### src/logic/fec_regs.vh
// register map, field positions, reset values and timing of the fast event counter
`ifndef FEC_REGS_VH
`define FEC_REGS_VH

// ****************************************
// register byte offsets
// ****************************************
`define FEC_OFS_CTRL    12'h000
`define FEC_OFS_NEWDIR  12'h004
`define FEC_OFS_NEWCV   12'h008
`define FEC_OFS_NEWRV   12'h00c
`define FEC_OFS_NEWPER  12'h010
`define FEC_OFS_UPDATE  12'h014
`define FEC_OFS_COUNT   12'h018
`define FEC_OFS_PRESET  12'h01c
`define FEC_OFS_FREQ    12'h020
`define FEC_OFS_STATUS  12'h024
`define FEC_OFS_MASK    12'h028
`define FEC_OFS_INFO    12'h02c

// ****************************************
// fields
// ****************************************
`define FEC_CTRL_MODE_LSB 0
`define FEC_CTRL_RSTEN    3
`define FEC_CTRL_FREQEN   4
`define FEC_CTRL_ENABLE   5
`define FEC_UPD_DIR       0
`define FEC_UPD_CV        1
`define FEC_UPD_RV        2
`define FEC_UPD_PER       3
`define FEC_EV_EQ         0
`define FEC_EV_RST        1
`define FEC_EV_DIR        2
`define FEC_MODE_INTDIR   3'h0
`define FEC_MODE_EXTDIR   3'h1
`define FEC_MODE_TWOCLK   3'h2
`define FEC_MODE_QUAD     3'h3
`define FEC_MODE_PTOMON   3'h4
`define FEC_DIR_FWD       16'h0001
`define FEC_DIR_BWD       16'hffff
`define FEC_PER_10MS      2'h0
`define FEC_PER_100MS     2'h1
`define FEC_PER_1S        2'h2

// ****************************************
// reset values
// ****************************************
`define FEC_CTRL_RST      6'h00
`define FEC_PER_RST       2'h0

// ****************************************
// timing
// ****************************************
`define FEC_CLK_HZ        125000000
`define FEC_TICK_MS       1
`define FEC_MS_CYC        (`FEC_CLK_HZ / 1000 * `FEC_TICK_MS)
`define FEC_GATE0_MS      10
`define FEC_GATE1_MS      100
`define FEC_GATE2_MS      1000

`endif

### src/logic/fec_sync.v
// three-stage pin synchroniser with agreement filter and change pulse
`timescale 1ns/1ns
`default_nettype none

module fec_sync #(
  parameter W = 6
) (
  // clock and reset
  input  wire         pclk,
  input  wire         presetn,
  // pins
  input  wire [W-1:0] pin_in,
  // clean levels and change pulses
  output reg  [W-1:0] lvl_r,
  output reg  [W-1:0] chg_r
);

  reg [W-1:0] s1_r;
  reg [W-1:0] s2_r;
  reg [W-1:0] s3_r;
  wire [W-1:0] agree = ~(s2_r ^ s3_r);

  // first stage feeds only the second; a level counts once stages two and three agree
  always @(posedge pclk or negedge presetn) begin
    if (!presetn) begin
      s1_r  <= {W{1'b0}};
      s2_r  <= {W{1'b0}};
      s3_r  <= {W{1'b0}};
      lvl_r <= {W{1'b0}};
      chg_r <= {W{1'b0}};
    end else begin
      s1_r  <= pin_in;
      s2_r  <= s1_r;
      s3_r  <= s2_r;
      lvl_r <= (agree & s3_r) | (~agree & lvl_r);
      chg_r <= agree & (s3_r ^ lvl_r);
    end
  end

endmodule // fec_sync

`default_nettype wire

### src/logic/fec_counter.v
// fast event counter top: pin decode, count, frequency gate, apb registers, interrupt
//
// Chosen here: the placing of the registers and register access over APB.
`timescale 1ns/1ns
`default_nettype none
`include "fec_regs.vh"

module fec_counter #(
  parameter MS_CYC = `FEC_MS_CYC   // cycles per millisecond tick
) (
  // clock and reset
  input  wire        pclk,
  input  wire        presetn,
  // apb slave
  input  wire        psel,
  input  wire        penable,
  input  wire        pwrite,
  input  wire [11:0] paddr,
  input  wire [31:0] pwdata,
  output reg  [31:0] prdata,
  output reg         pready,
  output reg         pslverr,
  // counter pins: clock/up/phase a, direction/down/phase b, reset/phase z
  input  wire        pin_a,
  input  wire        pin_b,
  input  wire        pin_z,
  // pulse train generator monitor
  input  wire        ptg_clk,
  input  wire        ptg_dir,
  input  wire        ptg_dir_en,
  // pins claimed by the current mode, the rest are free
  output reg         pin_a_used_r,
  output reg         pin_b_used_r,
  output reg         pin_z_used_r,
  // interrupt
  output reg         irq_r
);

  // ****************************************
  // synchronised pins
  // ****************************************
  wire [5:0] lvl;
  wire [5:0] chg;

  fec_sync #(.W(6)) u_sync (
    .pclk    (pclk),
    .presetn (presetn),
    .pin_in  ({ptg_dir_en, ptg_dir, ptg_clk, pin_z, pin_b, pin_a}),
    .lvl_r   (lvl),
    .chg_r   (chg)
  );

  wire a_lvl  = lvl[0];
  wire b_lvl  = lvl[1];
  wire z_lvl  = lvl[2];
  wire a_rise = chg[0] & lvl[0];
  wire b_rise = chg[1] & lvl[1];
  wire z_rise = chg[2] & lvl[2];
  wire p_rise = chg[3] & lvl[3];

  // ****************************************
  // registers
  // ****************************************
  reg        [5:0]  ctrl_r;
  reg        [15:0] new_dir_r;
  reg        [31:0] count_load_value_r;
  reg        [31:0] preset_load_value_r;
  reg        [1:0]  new_per_r;
  reg               int_dir_r;
  reg signed [31:0] cnt_r;
  reg signed [31:0] cnt_nxt;
  reg        [31:0] preset_r;
  reg        [1:0]  per_r;
  reg        [31:0] freq_r;
  reg        [2:0]  status_r;
  reg        [2:0]  mask_r;
  reg               last_up_r;
  reg               moved_r;

  wire [2:0] mode    = ctrl_r[`FEC_CTRL_MODE_LSB +: 3];
  wire       rst_en  = ctrl_r[`FEC_CTRL_RSTEN] & (mode != `FEC_MODE_PTOMON);
  wire       freq_on = ctrl_r[`FEC_CTRL_FREQEN] & ~rst_en & (mode != `FEC_MODE_PTOMON);
  wire       enable  = ctrl_r[`FEC_CTRL_ENABLE];

  // apb strobes: a write takes effect in the access cycle, which always completes at once
  wire       wr_en  = psel & penable & pwrite & pready;
  wire       upd_wr = wr_en & (paddr == `FEC_OFS_UPDATE);
  wire       upd_dir = upd_wr & pwdata[`FEC_UPD_DIR];
  wire       upd_cv  = upd_wr & pwdata[`FEC_UPD_CV];
  wire       upd_rv  = upd_wr & pwdata[`FEC_UPD_RV];
  wire       upd_per = upd_wr & pwdata[`FEC_UPD_PER];

  // ****************************************
  // step decode
  // ****************************************
  reg step;
  reg up;

  // turn pin edges into one count step and its direction per mode
  always @* begin
    step = 1'b0;
    up   = 1'b1;
    case (mode)
      `FEC_MODE_INTDIR: begin
        step = a_rise;
        up   = int_dir_r;
      end
      `FEC_MODE_EXTDIR: begin
        step = a_rise;
        up   = b_lvl;
      end
      `FEC_MODE_TWOCLK: begin
        // coincident up and down edges cancel out
        step = a_rise ^ b_rise;
        up   = a_rise;
      end
      `FEC_MODE_QUAD: begin
        // x4 decode; a double change is a lost phase and is dropped
        step = chg[0] ^ chg[1];
        up   = chg[0] ? (a_lvl != b_lvl) : (a_lvl == b_lvl);
      end
      `FEC_MODE_PTOMON: begin
        step = p_rise;
        up   = lvl[5] ? lvl[4] : 1'b1;
      end
      default: begin
        step = 1'b0;
        up   = 1'b1;
      end
    endcase
    step = step & enable;
  end

  // reset input: pin z in every mode that allows it, phase z in quadrature
  wire rst_hold = rst_en & z_lvl;
  wire rst_ev   = rst_en & z_rise;

  // next count: reset holds zero, a software load wins over a step in the same cycle
  always @* begin
    cnt_nxt = cnt_r;
    if (rst_hold)
      cnt_nxt = 32'h0000_0000;
    else if (upd_cv)
      cnt_nxt = count_load_value_r;
    else if (step)
      cnt_nxt = up ? cnt_r + 32'sh0000_0001 : cnt_r - 32'sh0000_0001;
  end

  wire eq_ev  = (cnt_nxt == preset_r) & (cnt_r != preset_r);
  wire dir_ev = step & moved_r & (up != last_up_r) & ~rst_hold;

  // ****************************************
  // count and configuration state
  // ****************************************
  always @(posedge pclk or negedge presetn) begin
    if (!presetn) begin
      cnt_r     <= 32'sh0000_0000;
      preset_r  <= 32'h0000_0000;
      per_r     <= `FEC_PER_RST;
      int_dir_r <= 1'b1;
      last_up_r <= 1'b1;
      moved_r   <= 1'b0;
    end else begin
      cnt_r <= cnt_nxt;
      // flagged loads land in the same cycle; an unknown direction code or a period code above 1 s is not loaded
      if (upd_dir && new_dir_r == `FEC_DIR_FWD)
        int_dir_r <= 1'b1;
      else if (upd_dir && new_dir_r == `FEC_DIR_BWD)
        int_dir_r <= 1'b0;
      if (upd_rv)
        preset_r <= preset_load_value_r;
      if (upd_per && new_per_r <= `FEC_PER_1S)
        per_r <= new_per_r;
      if (step && !rst_hold) begin
        last_up_r <= up;
        moved_r   <= 1'b1;
      end
    end
  end

  // ****************************************
  // frequency gate
  // ****************************************
  reg [16:0] ms_div_r;
  reg [9:0]  ms_cnt_r;
  reg [31:0] pulse_r;

  // gate length in ticks of one millisecond
  function [9:0] gate_ms;
    input [1:0] sel;
    begin
      case (sel)
        `FEC_PER_10MS:  gate_ms = `FEC_GATE0_MS;
        `FEC_PER_100MS: gate_ms = `FEC_GATE1_MS;
        default:        gate_ms = `FEC_GATE2_MS;
      endcase
    end
  endfunction

  // pulses per gate times gates per second gives hertz
  function [31:0] to_hz;
    input [31:0] n;
    input [1:0]  sel;
    begin
      case (sel)
        `FEC_PER_10MS:  to_hz = n * 32'd100;
        `FEC_PER_100MS: to_hz = n * 32'd10;
        default:        to_hz = n;
      endcase
    end
  endfunction

  wire ms_tick  = ({15'h0000, ms_div_r} == MS_CYC - 1);
  wire gate_end = ms_tick & (ms_cnt_r == gate_ms(per_r) - 10'd1);

  // divider gives a one-cycle millisecond enable; a period change restarts the gate
  always @(posedge pclk or negedge presetn) begin
    if (!presetn) begin
      ms_div_r <= 17'h0_0000;
      ms_cnt_r <= 10'h000;
      pulse_r  <= 32'h0000_0000;
      freq_r   <= 32'h0000_0000;
    end else begin
      ms_div_r <= ms_tick ? 17'h0_0000 : ms_div_r + 17'h0_0001;
      if (upd_per || !freq_on) begin
        ms_cnt_r <= 10'h000;
        pulse_r  <= 32'h0000_0000;
        if (!freq_on)
          freq_r <= 32'h0000_0000;
      end else if (gate_end) begin
        ms_cnt_r <= 10'h000;
        // the pulse that lands on the gate edge starts the next gate
        pulse_r  <= step ? 32'h0000_0001 : 32'h0000_0000;
        freq_r   <= to_hz(pulse_r, per_r);
      end else begin
        if (ms_tick)
          ms_cnt_r <= ms_cnt_r + 10'h001;
        if (step)
          pulse_r <= pulse_r + 32'h0000_0001;
      end
    end
  end

  // ****************************************
  // events and interrupt
  // ****************************************
  wire [2:0] ev_set = {dir_ev, rst_ev, eq_ev};
  wire [2:0] ev_clr = (wr_en && paddr == `FEC_OFS_STATUS) ? pwdata[2:0] : 3'h0;

  // set wins over a write-one-to-clear in the same cycle
  always @(posedge pclk or negedge presetn) begin
    if (!presetn) begin
      status_r <= 3'h0;
      irq_r    <= 1'b0;
    end else begin
      status_r <= (status_r & ~ev_clr) | ev_set;
      irq_r    <= |(((status_r & ~ev_clr) | ev_set) & mask_r);
    end
  end

  // ****************************************
  // pin ownership
  // ****************************************
  // free pins are reported so other functions may claim them
  always @(posedge pclk or negedge presetn) begin
    if (!presetn) begin
      pin_a_used_r <= 1'b0;
      pin_b_used_r <= 1'b0;
      pin_z_used_r <= 1'b0;
    end else begin
      pin_a_used_r <= enable & (mode < `FEC_MODE_PTOMON);
      pin_b_used_r <= enable & (mode == `FEC_MODE_EXTDIR || mode == `FEC_MODE_TWOCLK ||
                                mode == `FEC_MODE_QUAD);
      pin_z_used_r <= enable & rst_en;
    end
  end

  // ****************************************
  // apb register file
  // ****************************************
  reg        map_hit;
  reg [31:0] rd_val;

  // read mux; count is read live while counting continues
  always @* begin
    map_hit = 1'b1;
    rd_val  = 32'h0000_0000;
    case (paddr)
      `FEC_OFS_CTRL:   rd_val = {26'h000_0000, ctrl_r};
      `FEC_OFS_NEWDIR: rd_val = {16'h0000, new_dir_r};
      `FEC_OFS_NEWCV:  rd_val = count_load_value_r;
      `FEC_OFS_NEWRV:  rd_val = preset_load_value_r;
      `FEC_OFS_NEWPER: rd_val = {30'h0000_0000, new_per_r};
      `FEC_OFS_UPDATE: rd_val = {30'h0000_0000, per_r};
      `FEC_OFS_COUNT:  rd_val = cnt_r;
      `FEC_OFS_PRESET: rd_val = preset_r;
      `FEC_OFS_FREQ:   rd_val = freq_r;
      `FEC_OFS_STATUS: rd_val = {29'h0000_0000, status_r};
      `FEC_OFS_MASK:   rd_val = {29'h0000_0000, mask_r};
      `FEC_OFS_INFO:   rd_val = {29'h0000_0000, z_lvl, last_up_r, int_dir_r};
      default:         map_hit = 1'b0;
    endcase
  end

  // zero-wait slave: data and answer are registered in the setup cycle
  always @(posedge pclk or negedge presetn) begin
    if (!presetn) begin
      prdata              <= 32'h0000_0000;
      pready              <= 1'b0;
      pslverr             <= 1'b0;
      ctrl_r              <= `FEC_CTRL_RST;
      new_dir_r           <= `FEC_DIR_FWD;
      count_load_value_r  <= 32'h0000_0000;
      preset_load_value_r <= 32'h0000_0000;
      new_per_r           <= `FEC_PER_RST;
      mask_r              <= 3'h0;
    end else begin
      pready  <= psel & ~penable;
      pslverr <= psel & ~penable & (~map_hit | (pwrite & paddr[11:0] >= `FEC_OFS_COUNT &
                 paddr != `FEC_OFS_STATUS & paddr != `FEC_OFS_MASK));
      if (psel && !penable && !pwrite)
        prdata <= rd_val;
      if (wr_en) begin
        case (paddr)
          `FEC_OFS_CTRL:   ctrl_r              <= pwdata[5:0];
          `FEC_OFS_NEWDIR: new_dir_r           <= pwdata[15:0];
          `FEC_OFS_NEWCV:  count_load_value_r  <= pwdata;
          `FEC_OFS_NEWRV:  preset_load_value_r <= pwdata;
          `FEC_OFS_NEWPER: new_per_r           <= pwdata[1:0];
          `FEC_OFS_MASK:   mask_r              <= pwdata[2:0];
          default:         mask_r              <= mask_r;
        endcase
      end
    end
  end

endmodule // fec_counter

`default_nettype wire

### config.mk
export PLATFORM = sky130hd
export DESIGN_NAME = fec_counter
export DESIGN_NICKNAME = d
export VERILOG_FILES = /design/src/logic/fec_sync.v /design/src/logic/fec_counter.v
export VERILOG_INCLUDE_DIRS = /design/src /design/src/logic
export SDC_FILE = /design/constraint.sdc
export NUM_CORES = 1
export LEC_CHECK = 0
export ABC_AREA = 1
export BUFFER_PORTS_ARGS = -buffer_cell sky130_fd_sc_hd__clkbuf_2
export CAP_MARGIN = 20
export CORE_UTILIZATION = 55
export DETAILED_ROUTE_END_ITERATION = 16
export PLACE_DENSITY = 0.72
export SETUP_SLACK_MARGIN = 0.15
export SLEW_MARGIN = 20
export SYNTH_ARGS = -nofsm -noshare
export SYNTH_HDL_FRONTEND = slang
export SYNTH_SLANG_ARGS = --single-unit
### constraint.sdc
create_clock -name pclk -period 6.5 [get_ports pclk]
set_clock_uncertainty 0.05 [all_clocks]
set_input_delay 0.65 -clock pclk [delete_from_list [all_inputs] [get_ports pclk]]
set_output_delay 0.65 -clock pclk [all_outputs]
set_load 0.005 [all_outputs]
==> metrics.txt, run 1 <==
Crit Path Max Fanout=23; compound-cell area share of the yosys netlist=around 18%; number of flops mapped to enable cells by yosys=0; vias per cell=between 5 and 6; minimum clock period=about 4.6 ns; R2R Path End=irq_r; reg2reg setup slack=between 1.5 and 2 ns; postcts setup bufs=0; largest family of logic cells by synthesized area=simple AND/OR/NAND/NOR gates; Min-Delay Path Class=input port to asynchronous set/reset pin; CP arrival=about 5.1 ns; initial antenna violation count=1; critical path data required time=6.97 ns; largest net degree at the start of global routing=145; CP Launch Point=ctrl_r[1]; register area share after synthesis=between 30% and 40%; ys flop type=dfrtp_1; fmax=218 MHz; core area=between 40000 and 50000 µm²; power density cells=roughly 170 nW/µm²; Yosys warning count=0; Startpoint Class=flop; adder-cell share of the synthesized area=11.5%; vias in the first global route=21199; synthesis-to-finish area growth=10.2%; worst reg2reg startpoint=ctrl_r[1]; Yosys cell types=63; DIE WIDTH=around 210 µm; Initial DRC Count=roughly 2200; Final Hold Fails=0; Mapped Cells=3152; CTS buffer count=38; Worst Reg-to-Reg Cells=27; headroom to the max-slew limit=between 20% and 30%; io pins=93; DP Area=approximately 24000 µm²; Fillers=around 3800; Starting Density=55.8%; die area=~42000 µm²; Die Ht=approximately 200 µm; Tightest Pin Transition=between 1 and 1.5 ns; Routed Antenna Nets=0; leak pwr=roughly 12 nW; Row Count=74; syn_area_per_cell=just over 7 µm²; Design Area, Final=about 25000 µm²; routed len/inst=between 15 and 20 µm; Root Driver=clkbuf_16; DP HPWL=56500 µm; clock-pin slew on the worst setup and hold paths=roughly 0.070 ns; status=completed; Post-Syn Nets=3400; CP Capture Type=flop; cts repair resizes=0; fraction of layout cells with a size suffix above 1=approximately 6.7%; worst vdd ir=around 0.14 mV; FF+latch count, synth=320; total number of vias=21948; Post-synth ARST share=between 90% and 100%; post-synthesis xor/xnor area fraction=between 2 and 2.5%; CTS tree=done; Critical Path Sink=irq_r; CTS H-Tree Depth=2; CTS Buffer Depth=3; Post-CTS Hold Buffers=0; IO buf count=92; final WL=roughly 74000 µm; RePlAce Congestion=just under 1; TNS Setup=0 ns; DR pass1 iterations=6; nets@finish=~3500; first-pass GRT wire length=between 100000 and 150000 µm; GRT Overall Usage=35.7%; Post-Synth Simple-Gate Area=between 20% and 30%; GR Overflow Total=0; Max Cap Viol=0; multiplexer share of the synthesized area=less than 1%; number of remaining DRC errors=0; final setup fails=0; Mapped Area=between 20000 and 25000 µm²; period utilization=between 70% and 80%; RSZ-0062 raised after global routing=no; CTS Sinks=320; critical path class=flop to flop; final number of max-transition violations=0; worst skew pair latency=between 0.5 and 0.6 ns
layout make-up:
class	instances	area, µm²	share of cell area, %
tap	532	666	2.65
clock inverter	15	198	0.786
timing repair buffer	110	662	2.63
clock buffer	53	1100	4.36
sequential	320	8010	31.9
antenna	1	2.50	0.00995
inverter	528	1980	7.89
multi-input combinational	2224	12500	49.8
cells by family after synthesis:
group           Yosys count
xor+xnor                 57
flops                   320
fa+ha+maj               195
buf+inv                 608
simple gates           1263
mux                       6
compound gates          703
worst min-delay path by stage:
stage / from / to / slack, ns / cells after the start
6_report: presetn / pulse_r[4] / 0.04 / 1
3_5_place_dp: u_sync.s1_r[1] / u_sync.s2_r[1] / 0.29 / 0
4_1_cts: presetn / pulse_r[0] / 0.09 / 1
5_1_grt: presetn / pulse_r[3] / 0.09 / 1
2_1_floorplan: u_sync.s1_r[0] / u_sync.s2_r[0] / 0.28 / 0
3_3_place_gp: u_sync.s1_r[1] / u_sync.s2_r[1] / 0.28 / 0
per-stage QoR:
stage	util [%]	power (mW)	hold WS [ns]	cells	setup WS, ns
floorplan	-	2.10	0.281	3152	2.93
global placement	58.1	2.19	0.284	3712	1.79
detailed placement	58.2	2.19	0.286	3713	1.69
CTS	61.4	4.41	0.0897	3781	1.70
global route	61.4	4.50	0.0944	3782	1.46
finish	61.4	4.38	0.0447	3783	1.90
state kept, by name, indices dropped and copies added, names as in the netlist, 16 cells and up, named ones only:
register and flops:
cnt_r 32, count_load_value_r 32, freq_r 32, ms_div_r 17, new_dir_r 16, prdata 32, preset_load_value_r 32, preset_r 32
pulse_r 32
power breakdown:
| part | leakage [nW] | switching (mW) | internal [mW] |
|---|---|---|---|
| clock | 0.644 | 0.883 | 1.34 |
| sequential | 4.18 | 0.0117 | 2.01 |
| combinational | 7.59 | 0.100 | 0.0347 |
Yosys cell counts (4+ instances only):
cell	instances	area, µm²
o21bai_1	12	90.1
a221oi_1	12	105
buf_1	4	15.0
nand4_1	45	282
nor4_1	11	68.8
inv_2	8	30.0
o21ai_0	317	1590
a211oi_1	16	120
o2111ai_1	6	52.6
nand3b_1	11	82.6
a32o_1	17	170
clkbuf_1	63	236
buf_2	10	50.1
o21ai_1	4	20.0
ha_1	167	2090
mux2_2	6	67.6
nor3_2	5	50.1
fa_1	26	521
a21o_1	7	52.6
nand2_1	741	2780
dfrtp_1	317	7930
nor2_1	228	856
inv_1	519	1950
xnor2_1	34	298
o221ai_1	6	52.6
a21oi_1	212	1060
o211ai_1	24	180
or2_2	7	43.8
o22ai_1	37	231
a31oi_1	7	43.8
xor2_1	23	201
a21boi_0	5	37.5
nand3_1	155	776
nor3_1	43	215
layer usage:
metal | track usage (%) | share of wire [%] | up-vias
met5 | 0 | 0.0094 | -
met4 | 14.3 | 3.7 | 2
met3 | 6.67 | 7.7 | 164
met2 | 57.7 | 46 | 834
met1 | 47.1 | 43 | 10396
li1 | - | - | 10552
cells in the final DEF (no fill, tap or decap), drive strengths merged, types with 3 or more instances in the layout:
cell type / n
a21o: 7
o221ai: 6
o211ai: 24
o21bai: 12
a21oi: 213
mux2: 6
or2: 9
o21ai: 321
nand2: 743
xor2: 23
inv: 530
nor4: 11
nor2: 231
nand3: 157
a221oi: 12
nor3: 50
buf: 19
a211oi: 16
a21boi: 5
clkinv: 9
ha: 167
fa: 26
xnor2: 34
nor3b: 3
clkbuf: 144
bufinv: 4
a31oi: 7
a2111oi: 3
o22ai: 37
a32o: 17
nand4: 45
nand3b: 11
o2111ai: 6
dfrtp: 317
dfstp: 3
critical path, cell delays in order, from the launching register on:
cell and delay (ns):
dfrtp_1 0.40, inv_1 0.14, nand2_1 0.09, nor2_1 0.16
nand2_1 0.07, nand2_1 0.06, nor2_1 0.07, nand2_1 0.25
clkinv_1 0.42, buf_16 0.31, ha_1 0.35, a21oi_1 0.39
nand2_1 0.14, a21oi_1 0.18, nand3_1 0.17, nand2_1 0.09
nand2_1 0.05, o21ai_1 0.29, nand2_1 0.11, nand2_1 0.07
nand2_1 0.04, nor2_1 0.13, nand2_1 0.08, nor2_1 0.10
nand4_1 0.11, nand2_1 0.09, nand2_1 0.05, nand2_1 0.06
Note: power is estimated with default switching activity, not from simulation.
==> inputs of run 2 (changes only) <==
- ABC_AREA: 1 -> 0
- PLACE_DENSITY: 0.72 -> 0.75
- clock period: 6.5 -> 4.06 ns (I/O delays scaled with it)
==> metrics.txt, run 2 <==
fin cells=3312 (-12%); fraction of layout cells with a size suffix above 1=28.3% (+22 points); Starting Density=56.3% (+0.49 points); CTS Buffer Depth=3 (unchanged); clock-pin slew on the worst setup and hold paths=0.07 ns (about the same); Row Count=73 (-1.4%); Final Hold Fails=0 (unchanged); fmax=215 MHz (-1.1%); Initial DRC Count=2223 (+2.0%); CTS Sinks=320 (unchanged); top cell type's share of synthesized area=35.2% (+0.41 points); Net Switching=1.63 mW (+63%); nets@finish=3006 (-13%); Synth top cells by count=dfrtp_1, nand2_1, nor2_1, ha_1, inv_1; final WL=77900 µm (+4.8%); multiplexer share of the synthesized area=7.09% (+6.8 points); switching part of the total power=23.4% (+0.67 points); CP Capture Type=flop; leak pwr=13.5 nW (+8.8%); Routed Antenna Nets=0 (unchanged); power density cells=245 nW/µm² (+41%); io pins=93 (unchanged); post-synthesis xor/xnor area fraction=5.94% (+3.8 points); number of remaining DRC errors=0 (unchanged); DP Area=25500 µm² (+7.1%); Crit Path Max Fanout=7 (-70%); GRT Overall Usage=37.0% (+1.3 points); synthesis-to-finish area growth=25.7%; commonest non-fill, non-tap cells in the layout=dfrtp_1, buf_4, nand2_1; dominant cell type by area after synthesis=dfrtp_1; CTS buffer count=37 (-2.6%); most numerous cell in the Yosys netlist=dfrtp_1; Post-Synth Simple-Gate Area=15.3% (-8.0 points); CP arrival=5.09 ns (+0.03 ns); die area=41800 µm² (-1.1%); most common cell after layout, fill and taps aside=dfrtp_1; Yosys warning count=0 (unchanged); placed insts=3180 (-14%); worst reg2reg startpoint=ctrl_r[1]; Tightest Pin Transition=0.875 ns (-0.263 ns); CTS H-Tree Depth=2 (unchanged); routed len/inst=23.5 µm (+20%); final setup fails=10 (+10); Design Area, Final=28400 µm² (+13%); register area share after synthesis=35.5% (+0.41 points); ys flop type=dfrtp_1; DR pass1 iterations=9 (+3); compound-cell area share of the yosys netlist=19.5% (+2.0 points); first-pass GRT wire length=120000 µm (+2.9%); power share of the sequential group=46.4% (+0.3 points); Comb pwr share=3.5% (+0.4 points); GR Overflow Total=0 (unchanged); minimum clock period=4.65 ns (+0.0497 ns); final number of max-transition violations=0 (unchanged); largest net degree at the start of global routing=111 (-23%); FF+latch count, synth=320 (unchanged); Final WS setup=-0.585 ns (-2.49 ns); DIE WIDTH=205 µm (-0.57%); IO buf count=92 (unchanged); CP Launch Point=ctrl_r[1]; Yosys cell types=92 (+46%); final hold slack=0.0425 ns (-0.00220 ns); core area=40100 µm² (-2.0%); vias in the first global route=21357 (+0.75%); failing checks=negative setup slack; period utilization=114% (+44 points); RSZ-0062 raised after global routing=yes; Max Cap Viol=0 (unchanged); min-delay src=pwdata[29]; largest family of logic cells by synthesized area=compound AO/OA/AOI/OAI gates; Min-Delay Path Class=input port to flop; Root Driver=clkbuf_16; Die Ht=205 µm (-0.57%); adder-cell share of the synthesized area=11.8% (+0.27 points); Mapped Cells=2419 (-23%); top cells by area, synth=dfrtp_1, ha_1, mux2_2; Pint=5.33 mW (+57%); RePlAce Congestion=0.984 (-0.54%); initial antenna violation count=3 (+2); Startpoint Class=flop; Post-Syn Nets=2667 (-22%); Post-synth ARST share=100% (unchanged); worst vdd ir=0.323 mV (+120%); headroom to the max-slew limit=41.6% (+18 points); critical path class=flop to flop; syn_area_per_cell=9.33 µm² (+29%); Mapped Area=22600 µm² (-1.2%); DP HPWL=56700 µm (+0.34%); total number of vias=21231 (-3.3%); worst skew pair latency=0.56 ns (-0.02 ns); critical path data required time=4.50 ns (-2.47 ns); number of flops mapped to enable cells by yosys=0 (unchanged); clock power share=50.1% (-0.7 points); CTS tree=done; vias per cell=6.41 (+10%); status=complete, but fails checks
run 2: stage by stage:
step / utilization (%) / setup WS [ns] / power (mW) / TNS [ns]
5_1_grt: 70.7 / -0.700 / 7.12 / -3.80
3_3_place_gp: 63.6 / -0.556 / 3.50 / -1.85
2_1_floorplan: - / -0.269 / 3.34 / -0.538
4_1_cts: 68.7 / -0.493 / 6.97 / -1.69
6_report: 70.7 / -0.585 / 6.95 / -2.06
3_5_place_dp: 63.6 / -0.721 / 3.50 / -2.97
run 2: cells by family (layout without fill, tap and decap cells):
group	Yosys count	in the layout
AOI/OAI and AO/OA	624	624
DFF	320	320
and+or+nand+nor	694	694
adders and majority gates	198	198
xor gates and xnor gates	153	153
muxes	140	140
buffers and inverters	290	657
other	0	1
run 2: layout make-up:
| cell class | instances | area (µm²) |
|---|---|---|
| diodes | 1 | 2.50 |
| clock buffers | 46 | 1040 |
| clock inverters | 21 | 216 |
| fillers | 2964 | 11700 |
| inverters | 167 | 641 |
| multi-input cells | 1809 | 14600 |
| flip-flops and latches | 320 | 8010 |
| well taps | 525 | 657 |
| repair buffers | 423 | 3180 |
run 2: worst paths after layout:
path	to	slack, ns	cells past startpoint
setup / recovery	irq_r	-0.59	18
hold / removal	preset_load_value_r[29]	0.04	2
setup reg to reg	irq_r	-0.59	18
hold reg to reg	u_sync.s2_r[1]	0.30	0
max in group asynchronous	preset_load_value_r[29]	2.43	3
min in group asynchronous	ms_div_r[2]	0.39	2
run 2: power groups by stage:
stage | clock, mW | combinational, mW | sequential (mW)
floorplan | 0 | 0.0624 | 3.28
CTS | 3.51 | 0.232 | 3.23
global route | 3.62 | 0.266 | 3.23
global placement | 0 | 0.213 | 3.28
finish | 3.48 | 0.242 | 3.23
detailed placement | 0 | 0.218 | 3.28
run 2: layer usage:
| layer | track usage [%] | vias up | part of all wire (%) |
|---|---|---|---|
| li1 | - | 9577 | - |
| met1 | 47.2 | 10475 | 40 |
| met2 | 60.4 | 944 | 47 |
| met3 | 6.27 | 231 | 7.5 |
| met4 | 19.3 | 4 | 5.5 |
| met5 | 0 | - | 0.040 |
run 2: critical path, cell delays in order (launching register included):
cell       delay, ns
dfrtp_1         0.41
or3b_4          0.41
o22ai_4         0.17
nor2_2          0.06
o31ai_2         0.08
bufinv_8        0.26
buf_6           0.11
ha_4            0.24
a211oi_4        0.29
nor2_2          0.08
o31a_1          0.30
o32a_4          0.39
a21oi_2         0.23
o31ai_2         0.10
xnor2_1         0.21
o2111ai_1       0.17
a2111o_1        0.37
or4_4           0.49
o21ai_1         0.14
run 2: timing repair:
item / CTS / global route
hold buffers: 8 / 0
pin swaps: 60 / 61
setup buffers: 31 / 25
gates resized for setup: 105 / 140
endpoints found under the setup margin: 18 / 38
endpoints found under the hold margin: 109 / 0
